===== config.mk =====
export PLATFORM = sky130hd
export DESIGN_NAME = arnf_top
export DESIGN_NICKNAME = d
export VERILOG_FILES = /design/src/arnf_filter_reg.v /design/src/arnf_match.v /design/src/arnf_top.v
export VERILOG_INCLUDE_DIRS = /design/src
export SDC_FILE = /design/constraint.sdc
export NUM_CORES = 1
export LEC_CHECK = 0
export BUFFER_PORTS_ARGS = -buffer_cell sky130_fd_sc_hd__buf_2
export CELL_PAD_IN_SITES_DETAIL_PLACEMENT = 1
export CELL_PAD_IN_SITES_GLOBAL_PLACEMENT = 2
export CORE_ASPECT_RATIO = 1.5
export CORE_MARGIN = 8
export CORE_UTILIZATION = 39
export CTS_CLUSTER_SIZE = 16
export DETAILED_ROUTE_END_ITERATION = 10
export MAX_ROUTING_LAYER = met4
export PLACE_DENSITY_LB_ADDON = 0.15
export SLEW_MARGIN = 10
export SYNTH_ARGS = -nofsm -noshare
export SYNTH_HDL_FRONTEND = slang
export SYNTH_SLANG_ARGS = --single-unit

===== constraint.sdc =====
create_clock -name CORE_CLK_I -period 5.72 [get_ports CORE_CLK_I]
set_input_delay 0.572 -clock CORE_CLK_I [delete_from_list [all_inputs] [get_ports CORE_CLK_I]]
set_output_delay 0.572 -clock CORE_CLK_I [all_outputs]
set_load 0.01 [all_outputs]

===== src/arnf_defs.vh =====
// Constants for the asynchronous request node filter.
`ifndef ARNF_DEFS_VH
`define ARNF_DEFS_VH
`define ARNF_ADDR_W        12
`define ARNF_OFS_HI_SET    12'h0100
`define ARNF_OFS_HI_CLR    12'h0104
`define ARNF_OFS_LO_SET    12'h0108
`define ARNF_OFS_LO_CLR    12'h010C
`define ARNF_OFS_STATUS    12'h0180
`define ARNF_FILTER_RST    32'h0000_0000
`define ARNF_ALL_BUS_BIT   5'h1F
`define ARNF_LOCAL_BUS     10'h3FF
`define ARNF_UPPER_BASE    6'h20
`define ARNF_BROADCAST     6'h3F
`define ARNF_CNT_W         16
`define ARNF_CNT_ONE       16'h0001
`define ARNF_CNT_RST       16'h0000
`define ARNF_RDATA_IDLE    32'h0000_0000
`endif


===== src/arnf_filter_reg.v =====
// One set/clear filter register with read-back.
`timescale 1ns/1ps
`default_nettype none
`include "arnf_defs.vh"
module arnf_filter_reg (
  // Clock and reset.
  input  wire        clk_i,
  input  wire        rst_n_i,
  // Set and clear strobes with their data.
  input  wire        set_i,
  input  wire        clr_i,
  input  wire [31:0] wdata_i,
  // Current contents.
  output reg  [31:0] filter_o
);
  always @(posedge clk_i or negedge rst_n_i)
  begin
    if (!rst_n_i)
      filter_o <= `ARNF_FILTER_RST;
    else if (set_i)
      filter_o <= filter_o | wdata_i;
    else if (clr_i)
      filter_o <= filter_o & ~wdata_i;
  end
endmodule // arnf_filter_reg
`default_nettype wire


===== src/arnf_match.v =====
// Combinational acceptance decision for one source node identifier.
`timescale 1ns/1ps
`default_nettype none
`include "arnf_defs.vh"
module arnf_match (
  // Filter contents.
  input  wire [31:0] upper_i,
  input  wire [31:0] lower_i,
  // Local identity and packet source.
  input  wire [9:0]  local_bus_i,
  input  wire [15:0] src_id_i,
  // Decision.
  output reg         accept_o
);
  reg [5:0] node;
  reg [9:0] bus;
  reg       same_bus;
  always @*
  begin
    node     = src_id_i[5:0];
    bus      = src_id_i[15:6];
    same_bus = (bus == local_bus_i) || (bus == `ARNF_LOCAL_BUS);
    if (!same_bus)
      accept_o = upper_i[`ARNF_ALL_BUS_BIT];
    else if (node == `ARNF_BROADCAST)
      accept_o = 1'b0;
    else if (node[5])
      accept_o = upper_i[node[4:0]];
    else
      accept_o = lower_i[node[4:0]];
  end
endmodule // arnf_match
`default_nettype wire


===== src/arnf_top.v =====
// Asynchronous request node filter: registers, decision and counters.
// Functional notes
// - Each received request for the physical or request-queue context is checked by source.
// - A request whose source bit is clear is not acknowledged and not queued.
// - The per-node bit comparison applies only to sources on the local bus.
// - Remote-bus requests are accepted only while bit 31 of the upper filter is set.
// - Upper filter bit k admits local node k plus 32 for k from 0 to 30.
// - Ones written at a set address set bits, ones at a clear address clear them.
// - Reset clears every filter bit so nothing is accepted.
// - A lower filter admits local nodes 0 to 31 with its own set and clear addresses.
//
// The implementer's own choice: the address-and-strobe port.
`timescale 1ns/1ps
`default_nettype none
`include "arnf_defs.vh"
module arnf_top (
  // Clock and reset.
  input  wire        CORE_CLK_I,
  input  wire        RST_N_I,
  // Register port.
  input  wire [11:0] ADDR_I,
  input  wire [31:0] WDATA_I,
  input  wire        WR_I,
  input  wire        RD_I,
  output reg  [31:0] RDATA_O,
  // Local identity.
  input  wire [9:0]  LOCAL_BUS_I,
  // Received request for checking.
  input  wire        PKT_VALID_I,
  input  wire [15:0] PKT_SRC_ID_I,
  // Decision, one cycle later.
  output reg         PKT_DONE_O,
  output reg         PKT_ACK_O,
  output reg         PKT_QUEUE_O
);
  // Filter contents and the decision for the request on the port.
  wire [31:0] upper;
  wire [31:0] lower;
  wire        accept;

  // Decoded register strobes.
  wire        upper_set;
  wire        upper_clr;
  wire        lower_set;
  wire        lower_clr;
  wire        read_upper;
  wire        read_lower;
  wire        read_status;

  // Request outcome in the cycle the request is presented.
  wire        take;
  wire        drop;

  // Accepted and rejected request counters for the status word.
  reg  [15:0] acc_cnt;
  reg  [15:0] rej_cnt;

  // Next values of the registered outputs and counters.
  reg         next_done;
  reg         next_ack;
  reg         next_queue;
  reg  [15:0] next_acc_cnt;
  reg  [15:0] next_rej_cnt;
  reg  [31:0] next_rdata;

  // True when the register port address selects the given offset.
  function hit;
    input [11:0] a;
    input [11:0] ofs;
    begin
      hit = (a == ofs);
    end
  endfunction

  // True when the address selects either alias of one filter.
  function hit_pair;
    input [11:0] a;
    input [11:0] ofs_set;
    input [11:0] ofs_clr;
    begin
      hit_pair = hit(a, ofs_set) || hit(a, ofs_clr);
    end
  endfunction

  // One step of a wrapping event counter.
  function [15:0] bump;
    input [15:0] cnt;
    begin
      bump = cnt + `ARNF_CNT_ONE;
    end
  endfunction

  // Register decode; the master never raises both strobes at once.
  assign upper_set   = WR_I && hit(ADDR_I, `ARNF_OFS_HI_SET);
  assign upper_clr   = WR_I && hit(ADDR_I, `ARNF_OFS_HI_CLR);
  assign lower_set   = WR_I && hit(ADDR_I, `ARNF_OFS_LO_SET);
  assign lower_clr   = WR_I && hit(ADDR_I, `ARNF_OFS_LO_CLR);
  assign read_upper  = RD_I && hit_pair(ADDR_I, `ARNF_OFS_HI_SET, `ARNF_OFS_HI_CLR);
  assign read_lower  = RD_I && hit_pair(ADDR_I, `ARNF_OFS_LO_SET, `ARNF_OFS_LO_CLR);
  assign read_status = RD_I && hit(ADDR_I, `ARNF_OFS_STATUS);

  // Outcome of the request presented in this cycle.
  assign take = PKT_VALID_I && accept;
  assign drop = PKT_VALID_I && !accept;

  arnf_filter_reg u_upper (
    .clk_i    (CORE_CLK_I),
    .rst_n_i  (RST_N_I),
    .set_i    (upper_set),
    .clr_i    (upper_clr),
    .wdata_i  (WDATA_I),
    .filter_o (upper)
  );

  arnf_filter_reg u_lower (
    .clk_i    (CORE_CLK_I),
    .rst_n_i  (RST_N_I),
    .set_i    (lower_set),
    .clr_i    (lower_clr),
    .wdata_i  (WDATA_I),
    .filter_o (lower)
  );

  arnf_match u_match (
    .upper_i     (upper),
    .lower_i     (lower),
    .local_bus_i (LOCAL_BUS_I),
    .src_id_i    (PKT_SRC_ID_I),
    .accept_o    (accept)
  );

  // Acknowledge and queue always travel together: a refused request gets neither.
  always @*
  begin
    next_done  = PKT_VALID_I;
    next_ack   = take;
    next_queue = take;
  end

  // Counters wrap silently; software reads them as a coarse activity gauge only.
  always @*
  begin
    next_acc_cnt = acc_cnt;
    next_rej_cnt = rej_cnt;
    if (take)
      next_acc_cnt = bump(acc_cnt);
    if (drop)
      next_rej_cnt = bump(rej_cnt);
  end

  // Read data stand for one cycle only and are zero otherwise.
  always @*
  begin
    next_rdata = `ARNF_RDATA_IDLE;
    if (read_upper)
      next_rdata = upper;
    else if (read_lower)
      next_rdata = lower;
    else if (read_status)
      next_rdata = {rej_cnt, acc_cnt};
  end

  // Decision uses the filter as it stands before any write in the same cycle.
  always @(posedge CORE_CLK_I or negedge RST_N_I)
  begin
    if (!RST_N_I)
    begin
      PKT_DONE_O  <= 1'b0;
      PKT_ACK_O   <= 1'b0;
      PKT_QUEUE_O <= 1'b0;
    end
    else
    begin
      PKT_DONE_O  <= next_done;
      PKT_ACK_O   <= next_ack;
      PKT_QUEUE_O <= next_queue;
    end
  end

  always @(posedge CORE_CLK_I or negedge RST_N_I)
  begin
    if (!RST_N_I)
    begin
      acc_cnt <= `ARNF_CNT_RST;
      rej_cnt <= `ARNF_CNT_RST;
    end
    else
    begin
      acc_cnt <= next_acc_cnt;
      rej_cnt <= next_rej_cnt;
    end
  end

  always @(posedge CORE_CLK_I or negedge RST_N_I)
  begin
    if (!RST_N_I)
      RDATA_O <= `ARNF_RDATA_IDLE;
    else
      RDATA_O <= next_rdata;
  end
endmodule // arnf_top
`default_nettype wire


Word-level counts from Yosys, hierarchy flattened --
Cells that the tools add are included.
Word-level totals: output and inout bits 35, bits of input ports 75, word-level logic and storage cells 52, register bits after elaboration 130
Operators by class: bitwise gates (word level) 5, magnitude comparators 1, multiplexer cells 14, equal/unequal tests 8, reductions and logical operators 15, add/sub/neg operators 2
Operators with widths (number):
- 32-bit two-way mux | 7
- 32-bit AND | 2
- 32-bit bitwise OR | 2
- 12-bit by 9-bit equality test with 1-bit output (second input constant) | 5
- 16-bit by 1-bit adder with 16-bit output (second input constant) | 2
- 32-bit NOT | 1
- 1-bit binary-select mux with 5-bit select | 2
- 10-bit equality test | 1
- 10-bit equality test (second input constant) | 1
- 1-bit logical AND | 9
- 6-bit equality test (second input constant) | 1
- 5-bit by 6-bit less-than comparator with 1-bit output (second input constant) | 1
- 1-bit two-way mux | 5
- 2-bit nonzero test | 2
- 1-bit logical OR | 3
- 1-bit logical NOT | 1

Depth between registers and ports, before layout --
Gate-level depths: netlist of run 1.
word-level depth 7, mapped depth 10, depth with buffers taken out 7

Modules after synthesis --
Synthesis of run 1 repeated with hierarchy kept, for this count alone.
Second synthesis, totals: cell total of the unflattened synthesis 618, area, all modules 6581.3 µm²
Modules (own cells, without submodules):
- arnf_top | instances 1, cells an instance 337, seq. area each 1651.6 µm², area each 3295.7 µm²
- arnf_filter_reg | instances 2, cells an instance 102, seq. area each 800.8 µm², area each 1249.9 µm²
- arnf_match | instances 1, cells an instance 77, seq. area each 0.0 µm², area each 785.8 µm²

Worst setup path before layout of run 1 --
OpenSTA, ideal clock, no wires.
kind input to register, start input PKT_SRC_ID_I[0], end register rej_cnt[1], cell stages on the path 9, data required time 5.592 ns, data arrival time 2.573 ns, setup slack 3.019 ns, library setup time 0.128 ns, cell sequence buf_6 buf_6 mux4_2 a32o_1 nor4_1 o31a_1 buf_4 nand3_1 mux2_1
On the way: word-level cells in the longest chain between the ends 7, elaborated cells between the ends (all ways) 10
RTL lines:
- from (decl) | RTL line arnf_top.v:30 | input wire [15:0] PKT_SRC_ID_I,
- 1-bit binary-select mux with 5-bit select, on equally long branches | RTL line arnf_match.v:30, arnf_match.v:28
- 1-bit two-way mux, on equally long branches | RTL line arnf_match.v:30, arnf_match.v:28
- 1-bit two-way mux | RTL line arnf_match.v:27 | else if (node[5])
- 1-bit two-way mux (*) | RTL line arnf_match.v:25 | else if (node == `ARNF_BROADCAST)
- 1-bit two-way mux (*) | RTL line arnf_match.v:23 | if (!same_bus)
- 1-bit logical NOT (*) | RTL line arnf_top.v:104 | assign drop = PKT_VALID_I && !accept;
- 1-bit logical AND (*) | RTL line arnf_top.v:104
- to (signal assigned) | RTL line arnf_top.v:185 | rej_cnt <= `ARNF_CNT_RST;
- to (signal assigned) | RTL line arnf_top.v:190 | rej_cnt <= next_rej_cnt;
- to (decl) | RTL line arnf_top.v:56 | reg [15:0] rej_cnt;
Mark *: on every way between the ends. The rest lies on a longest branch, timed or not. The select of a mux whose other input is x is not followed. A chain may end at the register's enable or synchronous reset.

Worst setup path after layout of run 1 --
Ends and elaborated chain as after synthesis.

==> results of run 1 <==
worst max path at each step:
stage,start,end,slack (ns)
6_report,PKT_SRC_ID_I[0],rej_cnt[1],2.77
5_1_grt,PKT_SRC_ID_I[0],rej_cnt[1],2.64
2_1_floorplan,PKT_SRC_ID_I[0],rej_cnt[1],3.02
3_5_place_dp,PKT_SRC_ID_I[0],rej_cnt[1],2.33
3_3_place_gp,PKT_SRC_ID_I[0],rej_cnt[1],2.41
4_1_cts,PKT_SRC_ID_I[0],rej_cnt[1],2.76
metrics by stage:
step                power, W    util  hold WS, ns
global route        0.002336  0.4726       0.3712
CTS                 0.002281  0.4724       0.3407
detailed placement  0.001184  0.4369       0.4626
floorplan           0.001097       -       0.2764
global placement    0.001176  0.4369       0.4624
finish              0.002253  0.4726       0.2888
where the power goes:
group / switching [W] / internal, W
logic: 0.000100 / 0.0000662
clock network: 0.000403 / 0.000683
registers: 0.0000489 / 0.000952
synthesized netlist by cell type (all sizes together) (2+ instances only):
cell / n
a222oi: 32
nor3: 3
a21oi: 3
a2111oi: 5
o21ai: 2
buf: 13
clkbuf: 28
mux4: 15
xor2: 23
mux2: 3
nor4: 4
ha: 2
xnor2: 17
and3: 14
nor2: 8
a211oi: 6
and4: 4
dfrtp: 130
inv: 100
a31oi: 2
nand2: 75
mux2i: 70
nand3: 11
nand4: 18
final cells by class:
class	instances	share of cell area
Sequential cell	130	0.4142
Inverter	100	0.04779
Clock inverter	10	0.01354
Clock buffer	22	0.06165
Multi-Input combinational cell	331	0.3516
Tap cell	210	0.03346
Antenna cell	1	0.0003186
Timing Repair Buffer	117	0.07743
critical path: cells and delay by family:
kind	cells	cell delay (ns)
compound gates	1	0.11
buf+inv	2	0.84
mux	3	1.41
simple gates	2	0.30
cell usage in the layout (no fill, tap or decap), types with 2 or more instances in the layout:
cell and instances:
a2111oi_4 5, a211oi_1 6, a21oi_1 3, a222oi_1 32
a31oi_1 2, and3_1 13, and4_1 4, buf_2 108
buf_4 9, bufinv_16 2, clkbuf_16 17, clkbuf_8 4
clkinv_2 6, dfrtp_1 130, ha_1 2, inv_1 100
mux2_2 2, mux2i_1 70, mux4_2 15, nand2_1 75
nand3_1 11, nand4_1 18, nor2_1 7, nor3_1 3
nor4_1 3, o21ai_0 2, xnor2_1 17, xor2_1 23
metal layers:
metal  part of all wire  vias to the layer above
li1                   -                     2275
met2               0.57                      129
met3              0.039                       31
met1               0.37                     2629
met5                  0                        -
met4              0.024                        0
cells by family after synthesis:
logic type / count (synthesis)
AO/OA/AOI/OAI: 57
multiplexers: 88
AND/OR/NAND/NOR: 144
flip-flops: 130
buffers and inverters: 141
XOR/XNOR: 40
adder cells (fa/ha/maj): 2
==> flow_summary.ini, run 1 <==
[clocking]
ctsHtreeMaxLevel = 4
clock_latency_ns = 0.43
path_clk_slew_ns = 0.06
postCtsSetupBuffers = 0
cts_tree = done
postCtsResizedCells = 0
cts.root.buffer_cell = clkbuf_16
numCtsBuffers = 17
holdBufCountCts = 0
clock_path_buffers = 2
cts_sinks = 130

[synth]
synth.area.mux_share = 0.1632
ys.flop_type = dfrtp_1
synthXorXnorAreaFrac = 0.05332
synthCells = 602
synth_area_leaders = dfrtp_1, mux2i_1, inv_1, mux4_2, a222oi_1
synth_top_area_frac = 0.4951
ys_async_sr_fraction = 1.000
seq_area_frac_synth = 0.4951
avgSynthCellArea_um2 = 10.91
ys_types = 42
synth_area_leader_cell = dfrtp_1
synthesis.nets = 679
synth_edf_count = 0
synth_top_family_by_area = multiplexers
synthAdderAreaFrac = 0.003809
synth_simple_gate_area_share = 0.1053
ys_ff_latch = 130
synth_area_mm2 = 0.006570
synth_compound_area_frac = 0.09236
ys_warn_count = 0

[finish]
syn2layout_area_growth_pct = 19.54
fin_cells = 921
multi_input_area_mm2 = 0.002761
drive_gt1_frac = 0.2465
fill_cells = 1897
stdcell_area_mm2 = 0.007854
register_area_mm2 = 0.003253
nNetsFinal = 774

[critical_path]
cp-end-kind = register
rrSetupSlack_ns = 3.05
slowest_stage = mux4_2
cp_cell_sequence = buf_2 > mux4_2 > mux4_2 > nor2_1 > a2111o_1 > buf_4 > nand3_1 > mux2_1
reg2reg_depth = 7
cp-start-kind = input port
crit_arrival_ns = 3.24
crit_path_max_incr_delay_ns = 0.61
crit_top_cell = mux4_2
path_max_fanout = 30
crit_type = input port to register
required_ns = 6.02
reg2reg_to = rej_cnt[1]

[detailed_routing]
wire_per_inst_um = 22.04
remaining_drc_errors = 0
drt_wl_total_um = 20300
post_drt_via_cell_ratio = 5.498
first_pass_iters = 5
antenna_left = 0
vias = 5064
drt_iter0_drc = 407

[place]
dpl_cell_area_mm2 = 0.007261
io_buffers = 109
dp.cells = 888
dp_hpwl_um = 14000
place_ws_ns = 2.332
gp_congestion = 0.8082

[timing]
rsz0062_at_grt = no
slew_violations = 0
post-route-period-util = 0.5151
relSlewSlack = 0.3394
setup_viol = 0
skew_ns = 0.01978
timing.final.ws_setup_ns = 2.773
setup_tns_ns = 0
worst_pin_slew_ns = 0.9909
fmax_mhz = 339.4
min_period_ns = 2.947
timing_hold_violations_final = 0

[global_routing]
gr-total-overflow = 0
met1_usage = 0.2117
grtUsageMet3 = 0.04071
grt_pass1_wl_um = 32310
grt_pass1_vias = 5825
grtUsageMet2 = 0.3611
grt_usage = 0.2031
antenna_found_initial = 1
globalRoute.busiestLayer = met2
grt_max_degree = 77

[power]
vdd_ir_drop_max_mv = 0.1639
power_density_mw_per_mm2 = 286.9
cellLeakagePower_nw = 4.486

[outcome]
outcome = complete, no violations

[floorplanning]
die_x_um = 122.0
ios = 110
rows = 58
start_util = 0.3953
die-area_mm2 = 0.02134
core_area_mm2 = 0.01662
die_h_um = 175.0

[worst_hold_path]
hold_class = input port to async pin

[run]
max-cap-violations = 0
No activity file was read; power rests on OpenSTA's default activity.
==> inputs of run 2 (changes only) <==
--- a/config.mk
+++ b/config.mk
@@ -6,12 +6,13 @@
 export SDC_FILE = /design/constraint.sdc
 export NUM_CORES = 1
 export LEC_CHECK = 0
+export ABC_AREA = 1
 export BUFFER_PORTS_ARGS = -buffer_cell sky130_fd_sc_hd__buf_2
 export CELL_PAD_IN_SITES_DETAIL_PLACEMENT = 1
 export CELL_PAD_IN_SITES_GLOBAL_PLACEMENT = 2
 export CORE_ASPECT_RATIO = 1.5
 export CORE_MARGIN = 8
-export CORE_UTILIZATION = 39
+export CORE_UTILIZATION = 30
 export CTS_CLUSTER_SIZE = 16
 export DETAILED_ROUTE_END_ITERATION = 10
 export MAX_ROUTING_LAYER = met4
==> constraint.sdc (replaced) <==
create_clock -name CORE_CLK_I -period 2.5 [get_ports CORE_CLK_I]
set_input_delay 0.25 -clock CORE_CLK_I [delete_from_list [all_inputs] [get_ports CORE_CLK_I]]
set_output_delay 0.25 -clock CORE_CLK_I [all_outputs]
set_load 0.01 [all_outputs]
==> run 2 against run 1 <==
Effect of this change: power increased by 140%; sequential power grew 120%; synthesized cell count up 60%; first-iteration DRC count down 26%; flip-flop and latch count stayed put; global-route usage shrank 1.8 points; final cell count rose by 53%; critical path depth unchanged; critical path type is now register to register; highest routed layer unchanged.
==> flow_summary.ini, run 2 <==
[global_routing]
grt_usage = 0.1851
gr-total-overflow = 0
grt_max_degree = 57
grt_pass1_wl_um = 40970
antenna_found_initial = 0
grt_pass1_vias = 7181

[floorplanning]
die_x_um = 143.4
die-area_mm2 = 0.02968
ios = 110
die_h_um = 207.0
rows = 70
start_util = 0.3019
core_area_mm2 = 0.02417

[critical_path]
crit_path_max_incr_delay_ns = 0.50
path_max_fanout = 4
required_ns = 2.87
rrSetupSlack_ns = 0.61
crit_arrival_ns = 2.26
cp-end-kind = register
slowest_stage = nor3_1
crit_top_cell = nand2_1
cp_top_family = simple AND/OR/NAND/NOR gates
cp-start-kind = register
cp_num_buf_inv = 1
crit_type = register to register
cp_cell_sequence = inv_1 > nor3_1 > nand2_1 > nor2_1 > nand3_1 > xnor2_1 > nand4_1 > nand2_1

[clocking]
path_clk_slew_ns = 0.06
cts_tree = done
cts.root.buffer_cell = clkbuf_16
postCtsResizedCells = 0
ctsHtreeMaxLevel = 4
postCtsSetupBuffers = 0
numCtsBuffers = 17
cts_sinks = 130
clock_path_buffers = 2
clock_latency_ns = 0.43

[timing]
min_period_ns = 1.893
timing.hold.ws_ns = 0.1289
timing_hold_violations_final = 0
setup_viol = 0
rsz0062_at_grt = no
worst_pin_slew_ns = 0.6637
post-route-period-util = 0.7572
slew_violations = 0
skew_ns = 0.008199
relSlewSlack = 0.5571
fmax_mhz = 528.3
setup_tns_ns = 0

[synth]
synth_commonest_cells = nand2_1, inv_1, dfrtp_1
synthCells = 966
ys_ff_latch = 130
ys_types = 33
ys.flop_type = dfrtp_1
synth_area_mm2 = 0.007298
ys_warn_count = 0
synth_area_leaders = dfrtp_1, nand2_1, inv_1, o21ai_0, nand3_1
ys_async_sr_fraction = 1.000
seq_area_frac_synth = 0.4457
synth_edf_count = 0
synth_top_area_frac = 0.4457
avgSynthCellArea_um2 = 7.555
synthesis.nets = 1043
yosysMostFrequentCell = nand2_1
synth_area_leader_cell = dfrtp_1

[outcome]
outcome = complete, no violations

[power]
cellLeakagePower_nw = 4.310
power_density_mw_per_mm2 = 609.0
vdd_ir_drop_max_mv = 0.4750

[finish]
syn2layout_area_growth_pct = 20.93
drive_gt1_frac = 0.1580
final_cell_mix = nand2_1, inv_1, dfrtp_1
nNetsFinal = 1146
final_common_cell = nand2_1
antennaDiodeCount = 0

[detailed_routing]
drt_iter0_drc = 300
post_drt_via_cell_ratio = 4.693
remaining_drc_errors = 0
vias = 6598
first_pass_iters = 6
drt_wl_total_um = 25550
antenna_left = 0
wire_per_inst_um = 18.17

[run]
max-cap-violations = 0

[worst_hold_path]
hold_class = input port to register

[place]
dp_hpwl_um = 18170
gp_congestion = 0.7976
io_buffers = 109
[run 2: cell families (layout without fill, tap and decap cells)]
kind of cell / after synthesis / after routing / share of synthesized area
compound gates: 144 / 144 / 0.1120
xor+xnor: 34 / 34 / 0.04080
fa+ha+maj: 2 / 2 / 0.003428
buf+inv: 206 / 322 / 0.1190
flops: 130 / 130 / 0.4457
mux: 11 / 11 / 0.01509
simple gates: 439 / 439 / 0.2640
[run 2: tightest hold or removal path, cell delays in order]
cell and delay, ns:
buf_2 0.10, nand2_1 0.08, o21ai_1 0.06, inv_1 0.04
[run 2: path summary, 6_finish.rpt]
kind                                to  cells past startpoint        start
setup / recovery           rej_cnt[13]                      8   rej_cnt[2]
hold / removal                register                      4  WDATA_I[19]
setup reg to reg           rej_cnt[13]                      8   rej_cnt[2]
hold reg to reg            acc_cnt[12]                      2  acc_cnt[12]
max in group asynchronous  rej_cnt[12]                      3      RST_N_I
min in group asynchronous    async pin                      2      RST_N_I
[run 2: per-stage QoR]
step	instance area (µm²)	setup WS [ns]	cells	utilization	power [W]
after global routing	8826	0.3648	1406	0.3651	0.005594
after floorplan	7298	0.8299	966	-	0.002468
after detailed placement	8187	0.1643	1373	0.3387	0.002694
after global placement	8187	0.1775	1373	0.3387	0.002691
after CTS	8826	0.5948	1406	0.3651	0.005457
final	8826	0.6070	1406	0.3651	0.005375
[run 2: what timing repair did]
item / CTS / global route
hold endpoints to repair: 54 / 0
endpoints found under the setup margin: 0 / 0
hold buffers: 1 / 0
[run 2: layer usage]
metal,vias to the layer above,part of all wire,track usage
met5,-,0,-
met4,0,0.013,0.05060
met3,19,0.038,0.02993
met2,113,0.50,0.3084
met1,3199,0.45,0.2262
li1,3267,-,-
[run 2: layout make-up]
type                       instances  area (µm²)
clock buffer                      22       474.2
sequential                       130        3253
fill                            3051       15350
clock inverter                    10       155.1
multi-input combinational        630        3196
tap                              324       405.4
inverter                         164       623.1
timing repair buffer             126       719.4
[run 2: report_power, final]
| part | internal [W] | total, W | switching (W) |
|---|---|---|---|
| combinational | 0.000145 | 0.000427 | 0.000281 |
| clock | 0.00174 | 0.00273 | 0.000986 |
| sequential | 0.00215 | 0.00222 | 0.0000701 |
==> inputs of run 3 (changes only) <==
==> constraint.sdc (replaced) <==
create_clock -name CORE_CLK_I -period 1.7 [get_ports CORE_CLK_I]
set_input_delay 0.17 -clock CORE_CLK_I [delete_from_list [all_inputs] [get_ports CORE_CLK_I]]
set_output_delay 0.17 -clock CORE_CLK_I [all_outputs]
set_load 0.01 [all_outputs]
==> run 3 against run 2 <==
Effect of this change: critical path depth up 7; non-clock buffer count grew 73; power grew 50%; largest cell class is now multi-input gates; highest routed layer unchanged.
==> flow_summary.ini, run 3 (synthesis gave the netlist of run 2 again) <==
[global_routing]
antenna_found_initial = 0
grt_pass1_wl_um = 41390
grt_usage = 0.1873
gr-total-overflow = 0
grt_max_degree = 80
grt_pass1_vias = 7540

[timing]
fmax_mhz = 592.8
worst_pin_slew_ns = 0.4828
min_period_ns = 1.687
rsz0062_at_grt = yes
slew_violations = 0
setup_tns_ns = 0
post-route-period-util = 0.9924
skew_ns = 0.006151
timing_hold_violations_final = 0
relSlewSlack = 0.6782
setup_viol = 0

[finish]
fill_cells = 3070
drive_gt1_frac = 0.2318
syn2layout_area_growth_pct = 31.15
fin_cells = 1480
nNetsFinal = 1220
final_common_cell = nand2_1
antennaDiodeCount = 0
final_cell_mix = nand2_1, inv_1, dfrtp_1

[critical_path]
slowest_stage = dfrtp_1
cp_top_family = simple AND/OR/NAND/NOR gates
cp_cell_sequence = inv_2 > nand2_1 > nand3_1 > nand2_1 > nand2_1 > nand2_1 > nor2_1 > nand2_2 > nand3_2 > nand2_4 > nand2_8 > nand2_8 > buf_12 > nand3_1 > nand2_1
crit_path_max_incr_delay_ns = 0.39
crit_top_cell = nand2_1
cp-end-kind = register
crit_type = register to register
cp_num_buf_inv = 2
cp-start-kind = register
required_ns = 2.02
path_max_fanout = 8
crit_arrival_ns = 2.01

[detailed_routing]
antenna_left = 0
first_pass_iters = 5
vias = 6910
drt_iter0_drc = 294
post_drt_via_cell_ratio = 4.669
remaining_drc_errors = 0
drt_wl_total_um = 26090
wire_per_inst_um = 17.63

[floorplanning]
die-area_mm2 = 0.02968
ios = 110
start_util = 0.3019
core_area_mm2 = 0.02417
rows = 70
die_h_um = 207.0
die_x_um = 143.4

[power]
power_density_mw_per_mm2 = 843.7
vdd_ir_drop_max_mv = 0.6826
cellLeakagePower_nw = 4.720

[clocking]
cts.root.buffer_cell = clkbuf_16
clock_latency_ns = 0.43
clock_path_buffers = 2
cts_sinks = 130
path_clk_slew_ns = 0.06
cts_tree = done
numCtsBuffers = 17
ctsHtreeMaxLevel = 4

[run]
max-cap-violations = 0

[worst_hold_path]
hold_class = input port to register

[place]
dp.cells = 1443
io_buffers = 109
gp_congestion = 0.8173
dp_hpwl_um = 18700

[outcome]
outcome = complete, no violations
==> run 3: cell count changes in the layout (fill, tap and decap cells not counted), moves of 2 or more <==
cell / before / now
o21ai_0: 78 / 76
inv_2: 0 / 8
nand2_2: 1 / 7
buf_12: 3 / 10
buf_6: 1 / 3
clkbuf_8: 3 / 5
nand2_1: 279 / 273
nand3_2: 2 / 8
buf_4: 13 / 76
nand3_1: 69 / 63
inv_1: 162 / 154
==> run 3: per-layer routing <==
layer	routed length (µm)	vias up	share of wire	GRT usage
met5	0	-	0	-
li1	-	3424	-	-
met2	13210	112	0.51	0.3172
met4	482	0	0.018	0.06189
met1	11660	3348	0.45	0.2221
met3	731	26	0.028	0.02762
==> run 3: worst register-to-register path: stages, from the launching register on <==
cell and delay [ns]:
dfrtp_1 0.39, inv_2 0.06, nand2_1 0.05, nand3_1 0.08, nand2_1 0.07, nand2_1 0.06
nand2_1 0.05, nor2_1 0.11, nand2_2 0.07, nand3_2 0.08, nand2_4 0.08, nand2_8 0.10
nand2_8 0.10, buf_12 0.17, nand3_1 0.06, nand2_1 0.05
==> run 3: power by group <==
part | internal (W) | switching, W
Combinational | 0.000287 | 0.000460
Sequential | 0.00316 | 0.0000853
Clock | 0.00264 | 0.00144
Total | 0.00609 | 0.00198
==> run 3: worst paths after layout <==
check	from	to	slack, ns	depth (start not counted)
worst min-delay path	WDATA_I[17]	register	0.05	4
worst max register to register	register	acc_cnt[0]	0.01	15
max in group asynchronous	RST_N_I	rej_cnt[7]	0.87	3
worst max-delay path	register	acc_cnt[0]	0.01	15
min in group asynchronous	RST_N_I	RDATA_O[11]	0.13	2
worst min register to register	rej_cnt[7]	rej_cnt[7]	0.51	2
==> run 3: final cells by class <==
class / instances / area [µm²] / share of cell area
Clock buffer: 23 / 498.0 / 0.05203
Timing Repair Buffer: 199 / 1365 / 0.1426
Tap cell: 324 / 405.4 / 0.04235
Clock inverter: 9 / 150.1 / 0.01569
Multi-Input combinational cell: 631 / 3277 / 0.3424
Sequential cell: 130 / 3253 / 0.3399
Inverter: 164 / 623.1 / 0.06510
==> run 3: what timing repair did <==
item | in CTS | in global routing
endpoints found under the setup margin | 33 | 33
cloned | 1 | 0
pin swaps | 4 | 11
buffers inserted | 3 | 0
endpoints found under the hold margin | 131 | 0
hold buffers | 2 | 0
gates resized for setup | 10 | 19
==> run 3: stage by stage <==
step / utilization / setup slack [ns] / hold WS [ns] / power (W) / area [µm²]
2_1_floorplan: - / 0.1099 / -0.1256 / 0.003629 / 7298
3_3_place_gp: 0.3640 / -0.2729 / 0.0007016 / 0.004033 / 8800
3_5_place_dp: 0.3640 / -0.2912 / 0.0001627 / 0.004042 / 8800
4_1_cts: 0.3937 / 0.004973 / 0.03028 / 0.008166 / 9518
5_1_grt: 0.3960 / -0.1465 / 0.06088 / 0.008362 / 9572
6_report: 0.3960 / 0.01299 / 0.05014 / 0.008075 / 9572
